===== config.mk =====
export PLATFORM = sky130hd
export DESIGN_NAME = spw_pwm_top
export DESIGN_NICKNAME = d
export VERILOG_FILES = /design/src/spw_cmp_chan.v /design/src/spw_pwm_top.v
export VERILOG_INCLUDE_DIRS = /design/src
export SDC_FILE = /design/constraint.sdc
export NUM_CORES = 1
export LEC_CHECK = 0
export BUFFER_PORTS_ARGS = -buffer_cell sky130_fd_sc_hd__buf_2
export CAP_MARGIN = 20
export CORE_MARGIN = 3
export CORE_UTILIZATION = 50
export CTS_CLUSTER_SIZE = 8
export DETAILED_ROUTE_END_ITERATION = 10
export PLACE_DENSITY = 0.73
export SETUP_SLACK_MARGIN = 0.3
export SKIP_LAST_GASP = 1
export SYNTH_ARGS = -nofsm -noshare
export SYNTH_HDL_FRONTEND = slang
export SYNTH_HIERARCHICAL = 1
export SYNTH_SLANG_ARGS = --single-unit
export TNS_END_PERCENT = 10

===== constraint.sdc =====
create_clock -name pclk -period 8.1 [get_ports pclk]
set_input_delay 0.81 -clock pclk [delete_from_list [all_inputs] [get_ports pclk]]
set_output_delay 0.81 -clock pclk [all_outputs]
set_load 0.005 [all_outputs]

===== src/spw_defines.vh =====
// Constants for the 16-bit PWM timer block: register offsets, fields,
// reset values, wave mode codes and fixed TOP values.
// Assumes it is included by bare name from the design files.
//
// Summary of operation
// - Modes 5, 6, 7, 14, 15 count up from zero to TOP, then restart.
// - Fast TOP is 0x00FF/0x01FF/0x03FF, capture top (14) or compare A (15).
// - Fast mode clears the counter on the tick after it matches TOP.
// - Fast non-inverting clears on match, sets at TOP to zero; inverting opposite.
// - Action 2 gives non-inverted PWM, action 3 inverted, in both families.
// - Fast mode sets overflow at TOP, plus compare A or capture flag when TOP source.
// - Fixed TOP modes force compare bits above the resolution to zero on write.
// - Capture top is unbuffered; below count, counter wraps through 0x0000 first.
// - Fast compare writes go to a buffer, loaded at the TOP match.
// - Fast compare zero gives a narrow pulse; compare TOP gives constant level.
// - Fast mode 15 with A action 1 toggles A on each match.
// - Phase correct TOP is fixed (1,2,3), capture (10) or compare A (11); up then down.
// - Phase correct count steps from TOP straight to TOP-1 on the next tick, without holding.
// - Phase correct non-inverting clears on up match, sets on down match.
// - Phase correct sets the overflow flag whenever the counter reaches zero.
// - Phase correct loads compares at TOP and sets compare A or capture flag.
// - Phase correct compare zero holds low, compare TOP holds high (non-inverted).
// - Phase correct mode 11 with A action 1 toggles A on each match.
// - Each channel's compare flag sets when the count equals its compare value.
// - Compare output reaches the pin only when its direction bit selects output.
// - Counter spans 0x0000 to 0xFFFF and wraps at overrun.
// - Action zero leaves the compare output state unchanged on matches.
// - Reset clears the compare output states to zero.
// - Counter is synchronous to the clock and advances only on timer ticks.
`ifndef SPW_DEFINES_VH
`define SPW_DEFINES_VH

// ----------------------------------------------------------------------
// Register offsets
// ----------------------------------------------------------------------
`define SPW_OFF_CTRL     8'h00
`define SPW_OFF_COUNT    8'h04
`define SPW_OFF_CMPA     8'h08
`define SPW_OFF_CMPB     8'h0C
`define SPW_OFF_CMPC     8'h10
`define SPW_OFF_CAPTOP   8'h14
`define SPW_OFF_FLAGS    8'h18
`define SPW_OFF_DIR      8'h1C
`define SPW_OFF_STATUS   8'h20

// ----------------------------------------------------------------------
// Control fields and flag bits
// ----------------------------------------------------------------------
`define SPW_CTRL_MODE_LSB 0
`define SPW_CTRL_ACTA_LSB 4
`define SPW_CTRL_ACTB_LSB 6
`define SPW_CTRL_ACTC_LSB 8
`define SPW_CTRL_RESET    10'h000
`define SPW_FLAG_OVF      0
`define SPW_FLAG_CAP      1
`define SPW_FLAG_CMPA     2
`define SPW_FLAG_CMPB     3
`define SPW_FLAG_CMPC     4

// ----------------------------------------------------------------------
// Wave modes, actions and counter limits
// ----------------------------------------------------------------------
`define SPW_MODE_PC8      4'h1
`define SPW_MODE_PC9      4'h2
`define SPW_MODE_PC10     4'h3
`define SPW_MODE_PCCAP    4'hA
`define SPW_MODE_PCCMPA   4'hB
`define SPW_MODE_FAST8    4'h5
`define SPW_MODE_FAST9    4'h6
`define SPW_MODE_FAST10   4'h7
`define SPW_MODE_FASTCAP  4'hE
`define SPW_MODE_FASTCMPA 4'hF
`define SPW_ACT_TOGGLE    2'h1
`define SPW_TOP8          16'h00FF
`define SPW_TOP9          16'h01FF
`define SPW_TOP10         16'h03FF
`define SPW_MAX           16'hFFFF
`define SPW_BOTTOM        16'h0000

`endif


===== src/spw_cmp_chan.v =====
// One compare channel: buffered compare value, match detect and the
// internal compare output state. Assumes the parent supplies timer ticks.
`timescale 1ns/100ps
`default_nettype none
`include "spw_defines.vh"

module spw_cmp_chan (
	// Clock and reset
	input  wire        pclk,
	input  wire        presetn,
	// Timer sequencing
	input  wire        tick,
	input  wire        run,
	input  wire        fast,
	input  wire        top_hit,
	input  wire        up_eff,
	input  wire        load_now,
	input  wire [15:0] count,
	// Software side
	input  wire        wr_en,
	input  wire [15:0] wr_data,
	input  wire [15:0] wr_mask,
	input  wire [1:0]  action,
	input  wire        allow_toggle,
	// Results
	output wire [15:0] buf_value,
	output wire [15:0] act_value,
	output wire        match,
	output wire        oc_state
);

	reg [15:0] buf_ff;
	reg [15:0] act_ff;
	reg        oc_ff;
	reg        nxt_oc;

	assign buf_value = buf_ff;
	assign act_value = act_ff;
	assign oc_state  = oc_ff;
	assign match     = run & (count == act_ff);

	always @*
	begin
		nxt_oc = oc_ff;
		if (tick)
		begin
			if (match && allow_toggle && action == `SPW_ACT_TOGGLE)
				nxt_oc = ~oc_ff;
			else if (fast && top_hit && action[1])
				nxt_oc = ~action[0];
			else if (match && action[1])
				nxt_oc = (fast | up_eff) ? action[0] : ~action[0];
		end
	end

	always @(posedge pclk or negedge presetn)
	begin
		if (!presetn)
		begin
			buf_ff <= `SPW_BOTTOM;
			act_ff <= `SPW_BOTTOM;
			oc_ff  <= 1'b0;
		end
		else
		begin
			if (wr_en)
				buf_ff <= wr_data & wr_mask;
			if (load_now || !run)
				act_ff <= buf_ff;
			oc_ff <= nxt_oc;
		end
	end

endmodule
`default_nettype wire


===== src/spw_pwm_top.v =====
// Top of the 16-bit PWM timer: APB register file, counter sequencing for
// fast and phase correct PWM, flags and the three compare output pins.
// Assumes timer_tick is a prescaled enable on pclk, one cycle wide.
`timescale 1ns/100ps
`default_nettype none
`include "spw_defines.vh"

module spw_pwm_top (
	// Clock and reset
	input  wire        pclk,
	input  wire        presetn,
	// APB slave
	input  wire        psel,
	input  wire        penable,
	input  wire        pwrite,
	input  wire [7:0]  paddr,
	input  wire [31:0] pwdata,
	output wire [31:0] prdata,
	output wire        pready,
	output wire        pslverr,
	// Timer clock enable
	input  wire        timer_tick,
	// Compare output pins
	output wire [2:0]  pin_out,
	output wire [2:0]  pin_oe_n
);

	// ------------------------------------------------------------------
	// State
	// ------------------------------------------------------------------
	reg  [9:0]  ctrl_ff;
	reg  [15:0] count_ff;
	reg  [15:0] nxt_count;
	reg         down_ff;
	reg         nxt_down;
	reg  [15:0] captop_ff;
	reg  [4:0]  flags_ff;
	reg  [2:0]  dir_ff;
	reg  [31:0] prdata_ff;
	reg  [31:0] nxt_rdata;
	reg         addr_ok;
	reg  [2:0]  pin_out_ff;
	reg  [2:0]  pin_oe_n_ff;
	reg  [15:0] fixed_mask;
	reg  [15:0] top_val;

	wire [3:0]  wave_mode_sel;
	wire [1:0]  output_action_a_sel;
	wire [1:0]  output_action_b_sel;
	wire [1:0]  output_action_c_sel;
	wire        is_fast;
	wire        is_pc;
	wire        run;
	wire        top_hit;
	wire        at_bottom;
	wire        up_eff;
	wire        load_now;
	wire        tick;
	wire        wr_acc;
	wire        rd_setup;
	wire        top_cap;
	wire        top_cmpa;
	wire [15:0] wdata16;
	wire [15:0] buf_a;
	wire [15:0] buf_b;
	wire [15:0] buf_c;
	wire [15:0] act_a;
	wire [15:0] act_b;
	wire [15:0] act_c;
	wire [2:0]  match;
	wire [2:0]  oc;
	wire [4:0]  flag_set;
	wire [4:0]  flag_clr;

	// ------------------------------------------------------------------
	// Field decode
	// ------------------------------------------------------------------
	assign wave_mode_sel       = ctrl_ff[`SPW_CTRL_MODE_LSB +: 4];
	assign output_action_a_sel = ctrl_ff[`SPW_CTRL_ACTA_LSB +: 2];
	assign output_action_b_sel = ctrl_ff[`SPW_CTRL_ACTB_LSB +: 2];
	assign output_action_c_sel = ctrl_ff[`SPW_CTRL_ACTC_LSB +: 2];

	assign is_fast = (wave_mode_sel == `SPW_MODE_FAST8)  ||
	                 (wave_mode_sel == `SPW_MODE_FAST9)  ||
	                 (wave_mode_sel == `SPW_MODE_FAST10) ||
	                 (wave_mode_sel == `SPW_MODE_FASTCAP) ||
	                 (wave_mode_sel == `SPW_MODE_FASTCMPA);
	assign is_pc   = (wave_mode_sel == `SPW_MODE_PC8)  ||
	                 (wave_mode_sel == `SPW_MODE_PC9)  ||
	                 (wave_mode_sel == `SPW_MODE_PC10) ||
	                 (wave_mode_sel == `SPW_MODE_PCCAP) ||
	                 (wave_mode_sel == `SPW_MODE_PCCMPA);
	assign run      = is_fast | is_pc;
	assign top_cap  = (wave_mode_sel == `SPW_MODE_FASTCAP) ||
	                  (wave_mode_sel == `SPW_MODE_PCCAP);
	assign top_cmpa = (wave_mode_sel == `SPW_MODE_FASTCMPA) ||
	                  (wave_mode_sel == `SPW_MODE_PCCMPA);

	// The tick is already on pclk, so it is used without a synchroniser.
	assign tick = timer_tick & run;

	// ------------------------------------------------------------------
	// TOP selection
	// ------------------------------------------------------------------
	always @*
	begin
		case (wave_mode_sel)
			`SPW_MODE_PC8,
			`SPW_MODE_FAST8:  fixed_mask = `SPW_TOP8;
			`SPW_MODE_PC9,
			`SPW_MODE_FAST9:  fixed_mask = `SPW_TOP9;
			`SPW_MODE_PC10,
			`SPW_MODE_FAST10: fixed_mask = `SPW_TOP10;
			default:          fixed_mask = `SPW_MAX;
		endcase
	end

	always @*
	begin
		if (top_cap)
			top_val = captop_ff;
		else if (top_cmpa)
			top_val = act_a;
		else
			top_val = fixed_mask;
	end

	assign top_hit   = (count_ff == top_val);
	assign at_bottom = (count_ff == `SPW_BOTTOM);
	assign load_now  = tick & top_hit;

	// At BOTTOM a match counts as up-slope and at TOP as down-slope, so a
	// compare of zero or TOP gives a steady level in phase correct mode.
	assign up_eff = at_bottom | (~down_ff & ~top_hit);

	// ------------------------------------------------------------------
	// Counter
	// ------------------------------------------------------------------
	always @*
	begin
		nxt_count = count_ff;
		nxt_down  = down_ff;
		if (wr_acc && paddr == `SPW_OFF_COUNT)
			nxt_count = wdata16;
		else if (tick && is_fast)
		begin
			nxt_down = 1'b0;
			if (top_hit)
				nxt_count = `SPW_BOTTOM;
			else
				nxt_count = count_ff + 16'h0001;
		end
		else if (tick && is_pc)
		begin
			if (!down_ff)
			begin
				if (top_hit)
				begin
					nxt_count = count_ff - 16'h0001;
					nxt_down  = 1'b1;
				end
				else
					nxt_count = count_ff + 16'h0001;
			end
			else if (at_bottom)
			begin
				nxt_count = count_ff + 16'h0001;
				nxt_down  = 1'b0;
			end
			else
				nxt_count = count_ff - 16'h0001;
		end
		if (!run)
			nxt_down = 1'b0;
	end

	// ------------------------------------------------------------------
	// Compare channels
	// ------------------------------------------------------------------
	spw_cmp_chan u_chan_a (
		.pclk         (pclk),
		.presetn      (presetn),
		.tick         (tick),
		.run          (run),
		.fast         (is_fast),
		.top_hit      (top_hit),
		.up_eff       (up_eff),
		.load_now     (load_now),
		.count        (count_ff),
		.wr_en        (wr_acc && paddr == `SPW_OFF_CMPA),
		.wr_data      (wdata16),
		.wr_mask      (fixed_mask),
		.action       (output_action_a_sel),
		.allow_toggle (top_cmpa),
		.buf_value    (buf_a),
		.act_value    (act_a),
		.match        (match[0]),
		.oc_state     (oc[0])
	);

	spw_cmp_chan u_chan_b (
		.pclk         (pclk),
		.presetn      (presetn),
		.tick         (tick),
		.run          (run),
		.fast         (is_fast),
		.top_hit      (top_hit),
		.up_eff       (up_eff),
		.load_now     (load_now),
		.count        (count_ff),
		.wr_en        (wr_acc && paddr == `SPW_OFF_CMPB),
		.wr_data      (wdata16),
		.wr_mask      (fixed_mask),
		.action       (output_action_b_sel),
		.allow_toggle (1'b0),
		.buf_value    (buf_b),
		.act_value    (act_b),
		.match        (match[1]),
		.oc_state     (oc[1])
	);

	spw_cmp_chan u_chan_c (
		.pclk         (pclk),
		.presetn      (presetn),
		.tick         (tick),
		.run          (run),
		.fast         (is_fast),
		.top_hit      (top_hit),
		.up_eff       (up_eff),
		.load_now     (load_now),
		.count        (count_ff),
		.wr_en        (wr_acc && paddr == `SPW_OFF_CMPC),
		.wr_data      (wdata16),
		.wr_mask      (fixed_mask),
		.action       (output_action_c_sel),
		.allow_toggle (1'b0),
		.buf_value    (buf_c),
		.act_value    (act_c),
		.match        (match[2]),
		.oc_state     (oc[2])
	);

	// ------------------------------------------------------------------
	// Flags
	// ------------------------------------------------------------------
	assign flag_set[`SPW_FLAG_OVF]  = tick &
		(is_fast ? top_hit : at_bottom);
	assign flag_set[`SPW_FLAG_CAP]  = load_now & top_cap;
	assign flag_set[`SPW_FLAG_CMPA] = tick &
		(match[0] | (top_hit & top_cmpa));
	assign flag_set[`SPW_FLAG_CMPB] = tick & match[1];
	assign flag_set[`SPW_FLAG_CMPC] = tick & match[2];

	assign flag_clr = (wr_acc && paddr == `SPW_OFF_FLAGS) ?
		pwdata[4:0] : 5'h00;

	// ------------------------------------------------------------------
	// APB access
	// ------------------------------------------------------------------
	assign wdata16  = pwdata[15:0];
	assign wr_acc   = psel & penable & pwrite & addr_ok;
	assign rd_setup = psel & ~penable & ~pwrite;
	assign pready   = 1'b1;
	assign pslverr  = psel & penable & ~addr_ok;
	assign prdata   = prdata_ff;

	always @*
	begin
		addr_ok   = 1'b1;
		nxt_rdata = 32'h00000000;
		case (paddr)
			`SPW_OFF_CTRL:   nxt_rdata[9:0]  = ctrl_ff;
			`SPW_OFF_COUNT:  nxt_rdata[15:0] = count_ff;
			`SPW_OFF_CMPA:   nxt_rdata[15:0] = buf_a;
			`SPW_OFF_CMPB:   nxt_rdata[15:0] = buf_b;
			`SPW_OFF_CMPC:   nxt_rdata[15:0] = buf_c;
			`SPW_OFF_CAPTOP: nxt_rdata[15:0] = captop_ff;
			`SPW_OFF_FLAGS:  nxt_rdata[4:0]  = flags_ff;
			`SPW_OFF_DIR:    nxt_rdata[2:0]  = dir_ff;
			`SPW_OFF_STATUS: nxt_rdata[3:0]  = {down_ff, oc};
			default:         addr_ok         = 1'b0;
		endcase
	end

	// ------------------------------------------------------------------
	// Registers
	// ------------------------------------------------------------------
	always @(posedge pclk or negedge presetn)
	begin
		if (!presetn)
		begin
			ctrl_ff     <= `SPW_CTRL_RESET;
			count_ff    <= `SPW_BOTTOM;
			down_ff     <= 1'b0;
			captop_ff   <= `SPW_BOTTOM;
			flags_ff    <= 5'h00;
			dir_ff      <= 3'h0;
			prdata_ff   <= 32'h00000000;
			pin_out_ff  <= 3'h0;
			pin_oe_n_ff <= 3'h7;
		end
		else
		begin
			count_ff <= nxt_count;
			down_ff  <= nxt_down;
			if (wr_acc && paddr == `SPW_OFF_CTRL)
				ctrl_ff <= pwdata[9:0];
			if (wr_acc && paddr == `SPW_OFF_CAPTOP)
				captop_ff <= wdata16;
			if (wr_acc && paddr == `SPW_OFF_DIR)
				dir_ff <= pwdata[2:0];
			// A set in the same cycle as a clear wins.
			flags_ff <= (flags_ff & ~flag_clr) | flag_set;
			if (rd_setup)
				prdata_ff <= nxt_rdata;
			else if (psel & penable)
				prdata_ff <= prdata_ff;
			else
				prdata_ff <= 32'h00000000;
			pin_out_ff  <= oc & dir_ff;
			pin_oe_n_ff <= ~dir_ff;
		end
	end

	assign pin_out  = pin_out_ff;
	assign pin_oe_n = pin_oe_n_ff;

endmodule
`default_nettype wire


==> results of run 1 <==
[cells in the final DEF (no fill, tap or decap), drive strengths merged, types with 8 or more instances in the layout]
cell	netlist	final
dfrtp	169	169
o21ai	105	105
nand2	94	94
nand3	78	78
mux2	77	77
buf	30	65
inv	61	63
xnor2	52	52
conb	2	45
nor2	35	35
xor2	31	31
a22oi	25	25
a21oi	24	24
mux2i	18	18
clkbuf	48	18
nor3	18	18
nor4	18	18
and3	16	16
a221oi	16	16
nand4	15	15
nand2b	13	13
and2	12	12
o22ai	8	8
[power groups by stage]
| stage | sequential (mW) | combinational [mW] | clock [mW] |
|---|---|---|---|
| final | 1.16 | 0.526 | 0.881 |
| after CTS | 1.15 | 0.521 | 0.885 |
| after floorplan | 1.06 | 0.448 | 0 |
| after global placement | 1.16 | 0.506 | 0 |
| after global routing | 1.17 | 0.575 | 0.925 |
| after detailed placement | 1.17 | 0.518 | 0 |
[path summary, 6_finish.rpt]
kind                                   startpoint                                 end  slack, ps  cells past startpoint
hold / removal              dir_ff[1]$_DFFE_PN0P_               pin_oe_n[1]$_DFF_PN1_        450                      1
setup / recovery           ctrl_ff[0]$_DFFE_PN0P_  u_chan_b/act_value[11]$_DFFE_PN0P_       3940                      9
hold reg to reg             dir_ff[1]$_DFFE_PN0P_               pin_oe_n[1]$_DFF_PN1_        450                      1
setup reg to reg           ctrl_ff[0]$_DFFE_PN0P_  u_chan_b/act_value[11]$_DFFE_PN0P_       3940                      9
max in group asynchronous                 presetn   u_chan_a/buf_value[8]$_DFFE_PN0P_       6160                      2
min in group asynchronous                 presetn   u_chan_c/buf_value[1]$_DFFE_PN0P_        500                      1
[flip-flops by register name (all words and copies together) (netlist names)]
signal / count
captop_ff: 16
count_ff: 16
prdata: 16
u_chan_a/act_value: 16
u_chan_a/buf_value: 16
u_chan_b/act_value: 16
u_chan_b/buf_value: 16
u_chan_c/act_value: 16
u_chan_c/buf_value: 16
ctrl_ff: 10
flags_ff: 5
dir_ff: 3
pin_oe_n: 3
pin_out: 3
down_ff: 1
u_chan_a/oc_state: 1
u_chan_b/oc_state: 1
u_chan_c/oc_state: 1
[area by class of cell]
type	count	area [um2]	share of cell area [%]
Clock buffer	18	439.2	3.990
Clock inverter	14	191.4	1.739
Inverter	62	232.7	2.114
Multi-Input combinational cell	777	5126	46.57
Sequential cell	172	4308	39.14
Tap cell	260	325.3	2.956
Timing Repair Buffer	65	384.1	3.490
[critical path: cells and delay by family (launching register included)]
kind,cells,cell delay (ps)
buf+inv,1,220
compound gates,1,100
flops,1,530
simple gates,5,2490
mux,2,680
[cell families (layout without fill, tap and decap cells)]
family                   Yosys count  after routing  share of synthesized area (%)
multiplexers                      96             96                          10.84
buffers and inverters            140            159                          6.353
AO/OA/AOI/OAI                    216            216                          13.66
AND/OR/NAND/NOR                  334            334                          17.66
adder cells (fa/ha/maj)            3              3                         0.3805
other                              2             45                        0.07611
XOR/XNOR                          83             83                          7.368
flip-flops                       172            172                          43.66
[per-stage QoR]
step	hold WS (ps)	power, mW
after CTS	455.0	2.558
after global placement	435.2	1.670
after detailed placement	447.5	1.685
final	452.4	2.566
after global routing	478.5	2.673
after floorplan	390.8	1.510
[routing by layer]
layer / up-vias / wire length (um) / GRT usage [%]
li1: 3742 / - / -
met1: 4053 / 12280 / 37.33
met2: 375 / 13080 / 41.91
met3: 64 / 2412 / 6.394
met4: 0 / 927 / 8.702
met5: - / 0 / 0
==> results_dict.tcl, run 1 <==
set metrics [dict create \
    cp_data_required_time_ps 8410 \
    layout.cells.non_filler 1368 \
    postCtsResizedCells 0 \
    p_per_area_nw_per_um2 233.1 \
    synth.cell_area_um2 9867 \
    crit_path_end_kind "flip-flop" \
    cts_buffer_depth 2 \
    fp.dieH_um 146.5 \
    postSynthRegisterBits 172 \
    grt_pass1_wl_um 45390 \
    synth_most_common_cell "dfrtp_1" \
    hold_viol 0 \
    start_util_pct 51.88 \
    dpl_cell_area_um2 10350 \
    yosysTopAreaCellShare_pct 42.86 \
    dpl.hpwl_um 19940 \
    skew_ps 13.59 \
    grt_pass1_vias 7970 \
    ys_types 61 \
    core_area_um2 19020 \
    place_ws_ps 3530 \
    cts_max_level 4 \
    power_switching_share_pct 32.12 \
    diodes 0 \
    drtIter0Drc 952 \
    cts_tree "yes" \
    fin_crit_ps 4156 \
    cts-root-buf "clkbuf_16" \
    grt-ovfl-total 0 \
    gp_congestion 0.9541 \
    maxSlewViolCount 0 \
    syn_area_per_cell_um2 9.433 \
    synth_edf_count 0 \
    clock_latency_ps 430 \
    relSlewSlack_pct 23.24 \
    grt_usage_pct 26.90 \
    dr.pass1.iters 5 \
    cts_inserted_buffers 17 \
    ys_warn_count 6 \
    postRouteAntennaNets 0 \
    utilization_pct 57.88 \
    setup_ws_ps 3944 \
    postSynth.asyncResetShare_pct 100.0 \
    ys_top_cells_by_area "dfrtp_1 43%, o21ai_0 4.8%, mux2_2 4.7%" \
    cp_slowest_cell "nand2b_1" \
    routed_wl_um 28700 \
    cp_max_fo 20 \
    setup_tns_ps 0 \
    cts.hold.buffers_added 0 \
    switchingPower_mw 0.8241 \
    outcome "completed" \
    nets 1144 \
    drive_above_1_share_pct 14.71 \
    synth_area_leader_cell "dfrtp_1" \
    p_clk_share_pct 34.3 \
    port_buffers 52 \
    fin_area_um2 11010 \
    syn2layout_area_growth_pct 11.55 \
    critPathArrivalTime_ps 4460 \
    hold_class "reg2reg" \
    clock_sinks 172 \
    start_kind "flip-flop" \
    viasPerCell 6.019 \
    grt_max_degree 105 \
    dieArea_um2 21450 \
    rows 50 \
    worst_slew_pin_slew_ps 1151 \
    fin_crit_sh_pct 51.31 \
    wl_per_cell_um 20.98 \
    fmax_mhz 240.6 \
    synth_ff_type "dfrtp_1" \
    io_pins 86 \
    synth_common_cells "169 x dfrtp_1, 95 x o21ai_0, 94 x nand2_1" \
    cts_setup_buffers 0 \
    ys_seq_area_share_pct 43.66 \
    p_comb_share_pct 20.5 \
    clkTransAtPathRegs_ps 70 \
    rsz0062_at_grt "no" \
    antenna_found_initial 0 \
    max_cap_viol_count 0 \
    drc 0 \
    place_inst 1335 \
    intPower_mw 1.742 \
    setup_viol_count_final 0 \
    crit_chain "buf_16 > mux2i_1 > a21oi_1 > or4_4 > nor4_2 > nand4bb_1 > nor2_1 > nand2b_1 > mux2_2" \
    die_width_um 146.5 \
    critical_path_class "reg2reg" \
    ir_worst_vdd_mv 0.1579 \
    synth_cells 1046 \
    vias 8234 \
    slowest_delay_ps 910 \
    leakage_nw 5.009 \
    seq_power_share_pct 45.1 \
    fillers 1705 \
]
Power figures use the tool's default switching activity.
==> run 2, diff against run 1 <==
- PLACE_DENSITY: 0.73 -> 0.75
- clock period: 8.1 -> 3.5 ns (I/O delays scaled with it)
==> run 2 against run 1 <==
Clock skew is 4.3 ps lower. Combinational power rose to 2.8 times the previous value. Clock-buffer cell count up 2. Critical path depth grew 3.
==> results_dict.tcl, run 2 (synthesized netlist as in run 1, its figures left out) <==
set metrics [dict create \
    setup_tns_ps 0 \
    fillers 1629 \
    viasPerCell 5.987 \
    rows 50 \
    drive_above_1_share_pct 19.05 \
    max_cap_viol_count 0 \
    start_kind "flip-flop" \
    dpl_cell_area_um2 10730 \
    hold_class "in2reg" \
    antenna_found_initial 0 \
    switchingPower_mw 1.957 \
    setup_ws_ps 352.5 \
    syn2layout_area_growth_pct 15.69 \
    critical_path_class "reg2reg" \
    cts_buffer_depth 2 \
    cts-root-buf "clkbuf_16" \
    postRouteAntennaNets 0 \
    hold_viol 0 \
    die_width_um 146.5 \
    cts_tree "yes" \
    fin_area_um2 11410 \
    p_clk_share_pct 31.5 \
    power_mw 5.858 \
    outcome "completed" \
    leakage_nw 5.244 \
    maxSlewViolCount 0 \
    gp_congestion 0.9547 \
    cts_max_level 4 \
    fin_crit_sh_pct 89.93 \
    wl_per_cell_um 20.65 \
    ff_latch_area_um2 4309 \
    io_pins 86 \
    cp_data_required_time_ps 3820 \
    fin_crit_ps 3147 \
    ir_worst_vdd_mv 0.2317 \
    seq_power_share_pct 43.2 \
    fmax_mhz 317.7 \
    dr_wl_met3_um 2563 \
    dpl.hpwl_um 20900 \
    start_util_pct 51.88 \
    cp_max_fo 5 \
    skew_ps 9.313 \
    met2_length_um 13530 \
    grt_usage_pct 27.29 \
    nets 1196 \
    grt_pass1_vias 8251 \
    layout.cells.most_common "dfrtp_1" \
    final_cell_mix "168 x dfrtp_1, 93 x nand2_1, 91 x o21ai_0" \
    p_per_area_nw_per_um2 513.2 \
    fp.dieH_um 146.5 \
    multi_input_area_um2 5164 \
    setup_viol_count_final 0 \
    critPathArrivalTime_ps 3460 \
    highest_layer "met4" \
    diodes 0 \
    wl_met1_um 12150 \
    p_comb_share_pct 25.3 \
    dieArea_um2 21450 \
    core_area_um2 19020 \
    holdWs_ps 221.4 \
    intPower_mw 3.901 \
    power_switching_share_pct 33.40 \
    routed_wl_um 29320 \
    cts_inserted_buffers 17 \
    dr.pass1.iters 5 \
    place_ws_ps 157.8 \
    vias 8502 \
    rsz0062_at_grt "yes" \
    crit_path_end_kind "flip-flop" \
    relSlewSlack_pct 31.15 \
    drtIter0Drc 976 \
    clkTransAtPathRegs_ps 70 \
    port_buffers 52 \
    worst_slew_pin_slew_ps 1022 \
    clock_sinks 172 \
    drc 0 \
    clock_latency_ps 440 \
    grt_pass1_wl_um 45690 \
    grt_max_degree 85 \
    grt-ovfl-total 0 \
]
==> run 2: critical path: stages (launching register included) <==
cell and delay [ps]:
dfrtp_2 460, buf_4 170, mux2i_1 130, and3_1 190, or4_1 590, or2_2 340
nor4_4 160, or2_4 170, nand2_2 120, o21ai_1 180, xnor2_1 130, o21ai_0 90
mux2_1 290
==> run 2: repair_timing <==
item / CTS / global route
cloned: 0 / 0
buffers inserted: 0 / 9
hold buffers: 1 / 0
setup endpoints to repair: 3 / 4
pin swaps: 0 / 2
hold endpoints to repair: 8 / 0
resized for setup: 5 / 11
==> run 2: power by group through the flow <==
stage	Clock [mW]	Sequential [mW]	Combinational, mW
after floorplan	0	2.46	1.04
after global routing	1.94	2.56	1.61
final	1.85	2.53	1.48
after global placement	0	2.54	1.42
after CTS	1.85	2.52	1.45
after detailed placement	0	2.55	1.44
==> run 2: routing by layer <==
layer	vias up	track usage (%)
li1	3837	-
met1	4182	37.84
met2	413	42.44
met3	70	4.687
met4	0	11.67
met5	-	0
==> run 2: per-stage QoR <==
stage | std cells | utilization, %
floorplan | 1089 | -
global placement | 1378 | 56.44
detailed placement | 1378 | 56.44
CTS | 1411 | 59.45
global route | 1420 | 60.02
finish | 1420 | 60.02
==> run 2: area by class of cell <==
type                            instances  share of cell area (%)
Timing Repair Buffer                  117                   7.213
Tap cell                              260                   2.850
Clock inverter                         12                  0.9975
Sequential cell                       172                   37.75
Multi-Input combinational cell        777                   45.24
Clock buffer                           20                   3.913
Inverter                               62                   2.039
==> run 2: path summary, 6_finish.rpt <==
check	endpoint	startpoint	cells after the start	slack, ps
setup reg to reg	u_chan_c/oc_state$_DFFE_PN0P_	ctrl_ff[0]$_DFFE_PN0P_	12	350
setup / recovery	u_chan_c/oc_state$_DFFE_PN0P_	ctrl_ff[0]$_DFFE_PN0P_	12	350
max in group asynchronous	pin_oe_n[1]$_DFF_PN1_	presetn	3	2110
hold / removal	count_ff[15]$_DFFE_PN0P_	pwdata[15]	3	220
min in group asynchronous	u_chan_c/buf_value[2]$_DFFE_PN0P_	presetn	2	530
hold reg to reg	pin_oe_n[1]$_DFF_PN1_	dir_ff[1]$_DFFE_PN0P_	1	470
==> run 3, diff against run 2 <==
--- a/config.mk
+++ b/config.mk
@@ -8,2 +8,3 @@
 export LEC_CHECK = 0
+export ABC_AREA = 1
 export BUFFER_PORTS_ARGS = -buffer_cell sky130_fd_sc_hd__buf_2
==> constraint.sdc (replaced) <==
create_clock -name pclk -period 3.5 [get_ports pclk]
set_input_delay 0.175 -clock pclk [delete_from_list [all_inputs] [get_ports pclk]]
set_output_delay 0.175 -clock pclk [all_outputs]
set_load 0.005 [all_outputs]
==> run 3 against run 2 <==
Area after synthesis up 13%. Non-clock buffer count is 23 lower. Critical path depth increased by 4. Core utilization is 1.8 points lower. Routed wire length increased by 29%. Highest routed layer is now met5. Register-to-register slack improved by 230 ps. Sequential power fell by 20%.
==> results_dict.tcl, run 3 <==
set metrics [dict create \
    outcome "completed" \
    fp.dieH_um 155.3 \
    ys_warn_count 6 \
    setup_viol_count_final 0 \
    worstHoldPathCells 3 \
    postSynth.asyncResetShare_pct 100.0 \
    grt_usage_pct 31.55 \
    start_kind "flip-flop" \
    clkTransAtPathRegs_ps 80 \
    synth_area_leader_cell "dfrtp_1" \
    hold_viol 0 \
    fin_crit_ps 2915 \
    grt_max_degree 116 \
    io_pins 86 \
    port_buffers 52 \
    reg2reg_from "ctrl_ff[3]$_DFFE_PN0P_" \
    cp_max_fo 32 \
    drtIter0Drc 1275 \
    layout.cells.most_common "nand2_1" \
    maxSlewViolCount 0 \
    final_cell_mix "507 x nand2_1, 257 x inv_1, 169 x dfrtp_1" \
    cp_data_required_time_ps 3870 \
    gp_congestion 1.003 \
    synth_ff_type "dfrtp_1" \
    min_to "u_chan_a/buf_value[2]$_DFFE_PN0P_" \
    rr_worst_depth 16 \
    ys_seq_area_share_pct 38.66 \
    r2r_slack_ps 580 \
    postRouteAntennaNets 0 \
    cts_inserted_buffers 17 \
    dieArea_um2 24110 \
    setup_tns_ps 0 \
    relSlewSlack_pct 50.24 \
    place_ws_ps 579.6 \
    nets 1769 \
    vias 11110 \
    rsz0062_at_grt "no" \
    r2r_end "u_chan_b/act_value[2]$_DFFE_PN0P_" \
    synth_cells 1636 \
    start_util_pct 51.86 \
    yosysTopAreaCellShare_pct 37.96 \
    grt_pass1_vias 10070 \
    max_cap_viol_count 0 \
    cts_tree "yes" \
    setup_ws_ps 584.7 \
    diodes 0 \
    drive_above_1_share_pct 11.54 \
    p_per_area_nw_per_um2 353.8 \
    postSynthRegisterBits 172 \
    syn_area_per_cell_um2 6.810 \
    syn2layout_area_growth_pct 12.26 \
    synth_edf_count 0 \
    antenna_found_initial 2 \
    clock_sinks 172 \
    fin_crit_sh_pct 83.30 \
    cts-root-buf "clkbuf_16" \
    cts_setup_buffers 0 \
    drc 0 \
    synth_common_cells "508 x nand2_1, 257 x inv_1, 169 x dfrtp_1" \
    grt-ovfl-total 0 \
    worst_slew_pin_slew_ps 744.5 \
    cts_max_level 4 \
    cts_buffer_depth 2 \
    min-delay-start "pwdata[2]" \
    fillers 2068 \
    viasPerCell 5.533 \
    grt_pass1_wl_um 57950 \
    routed_wl_um 37860 \
    critical_path_class "reg2reg" \
    crit_path_end_kind "flip-flop" \
    wl_per_cell_um 18.86 \
    ir_worst_vdd_mv 0.2370 \
    rows 53 \
    synth_most_common_cell "nand2_1" \
    die_width_um 155.3 \
    dpl.hpwl_um 29530 \
    utilization_pct 58.22 \
    hold_class "in2reg" \
    dr.pass1.iters 6 \
    ys_top_cells_by_area "dfrtp_1 38%, nand2_1 17%, inv_1 8.7%" \
    core_area_um2 21490 \
    synth.cell_area_um2 11140 \
    clock_latency_ps 450 \
    critPathArrivalTime_ps 3280 \
    ys_types 48 \
    fmax_mhz 343.0 \
    leakage_nw 7.135 \
    skew_ps 16.28 \
]
-- run 3: power by group --
| group | switching (mW) | internal, mW | leakage [nW] |
|---|---|---|---|
| sequential | 0.0301 | 2.00 | 1.84 |
| combinational | 0.283 | 0.111 | 4.99 |
| clock | 1.01 | 0.994 | 0.305 |
| total | 1.32 | 3.10 | 7.13 |
-- run 3: routing by layer --
layer	track usage (%)	up-vias	part of all wire, %
met1	44.96	5215	43
li1	-	5302	-
met5	0	-	0.053
met4	7.795	4	2.2
met2	49.53	528	45
met3	6.648	61	10
-- run 3: logic make-up (layout without fill, tap and decap cells) --
group           Yosys count  in the layout  synth area share (%)
other cells               2             43               0.06740
simple gates            845            845                 33.05
compound gates          240            240                 12.48
flops                   172            172                 38.66
buf+inv                 340            396                 12.71
fa+ha+maj                 3              3                0.3369
xor+xnor                 33             33                 2.594
mux                       1              1                0.1011
-- run 3: how the worst max path moves through the flow --
stage / from / end / slack (ps)
global placement: ctrl_ff[1]$_DFFE_PN0P_ / u_chan_b/act_value[14]$_DFFE_PN0P_ / 640
detailed placement: ctrl_ff[1]$_DFFE_PN0P_ / u_chan_a/act_value[2]$_DFFE_PN0P_ / 580
CTS: ctrl_ff[3]$_DFFE_PN0P_ / u_chan_b/act_value[2]$_DFFE_PN0P_ / 540
floorplan: ctrl_ff[0]$_DFFE_PN0P_ / u_chan_a/act_value[0]$_DFFE_PN0P_ / 1150
global route: ctrl_ff[3]$_DFFE_PN0P_ / u_chan_c/act_value[5]$_DFFE_PN0P_ / 390
finish: ctrl_ff[3]$_DFFE_PN0P_ / u_chan_b/act_value[2]$_DFFE_PN0P_ / 580
-- run 3: what timing repair did --
action | CTS | global route
resized for setup | 0 | 1
setup endpoints to repair | 0 | 49
hold endpoints to repair | 54 | 0
hold buffers | 1 | 0
-- run 3: critical path: stages (launching register included) --
cell,delay [ps]
dfrtp_1,350
buf_4,190
nand2_4,80
nor2_2,270
nand2_1,120
nand4_1,150
nand2_1,70
nor2_1,110
nand2_1,60
nor2_1,210
and2_1,340
nand2_1,80
inv_1,240
or2_1,200
buf_12,180
nor2_1,50
a21oi_1,120
-- run 3: metrics by stage --
stage | hold slack, ps | std cells | instance area [um2] | total power [mW]
2_1_floorplan | -120.6 | 1677 | 11300 | 2.291
3_3_place_gp | 194.1 | 1975 | 11860 | 2.447
3_5_place_dp | 195.3 | 1975 | 11860 | 2.453
4_1_cts | 15.21 | 2008 | 12510 | 4.440
5_1_grt | 23.45 | 2008 | 12510 | 4.573
6_report | 18.81 | 2008 | 12510 | 4.425
-- run 3: area by class of cell --
cell class / instances / area [um2] / area share, %
Timing Repair Buffer: 94 / 621.8 / 4.972
Clock buffer: 17 / 425.4 / 3.401
Tap cell: 275 / 344.1 / 2.751
Multi-Input combinational cell: 1165 / 5582 / 44.62
Clock inverter: 15 / 209.0 / 1.671
Sequential cell: 172 / 4308 / 34.44
Inverter: 270 / 1018 / 8.142
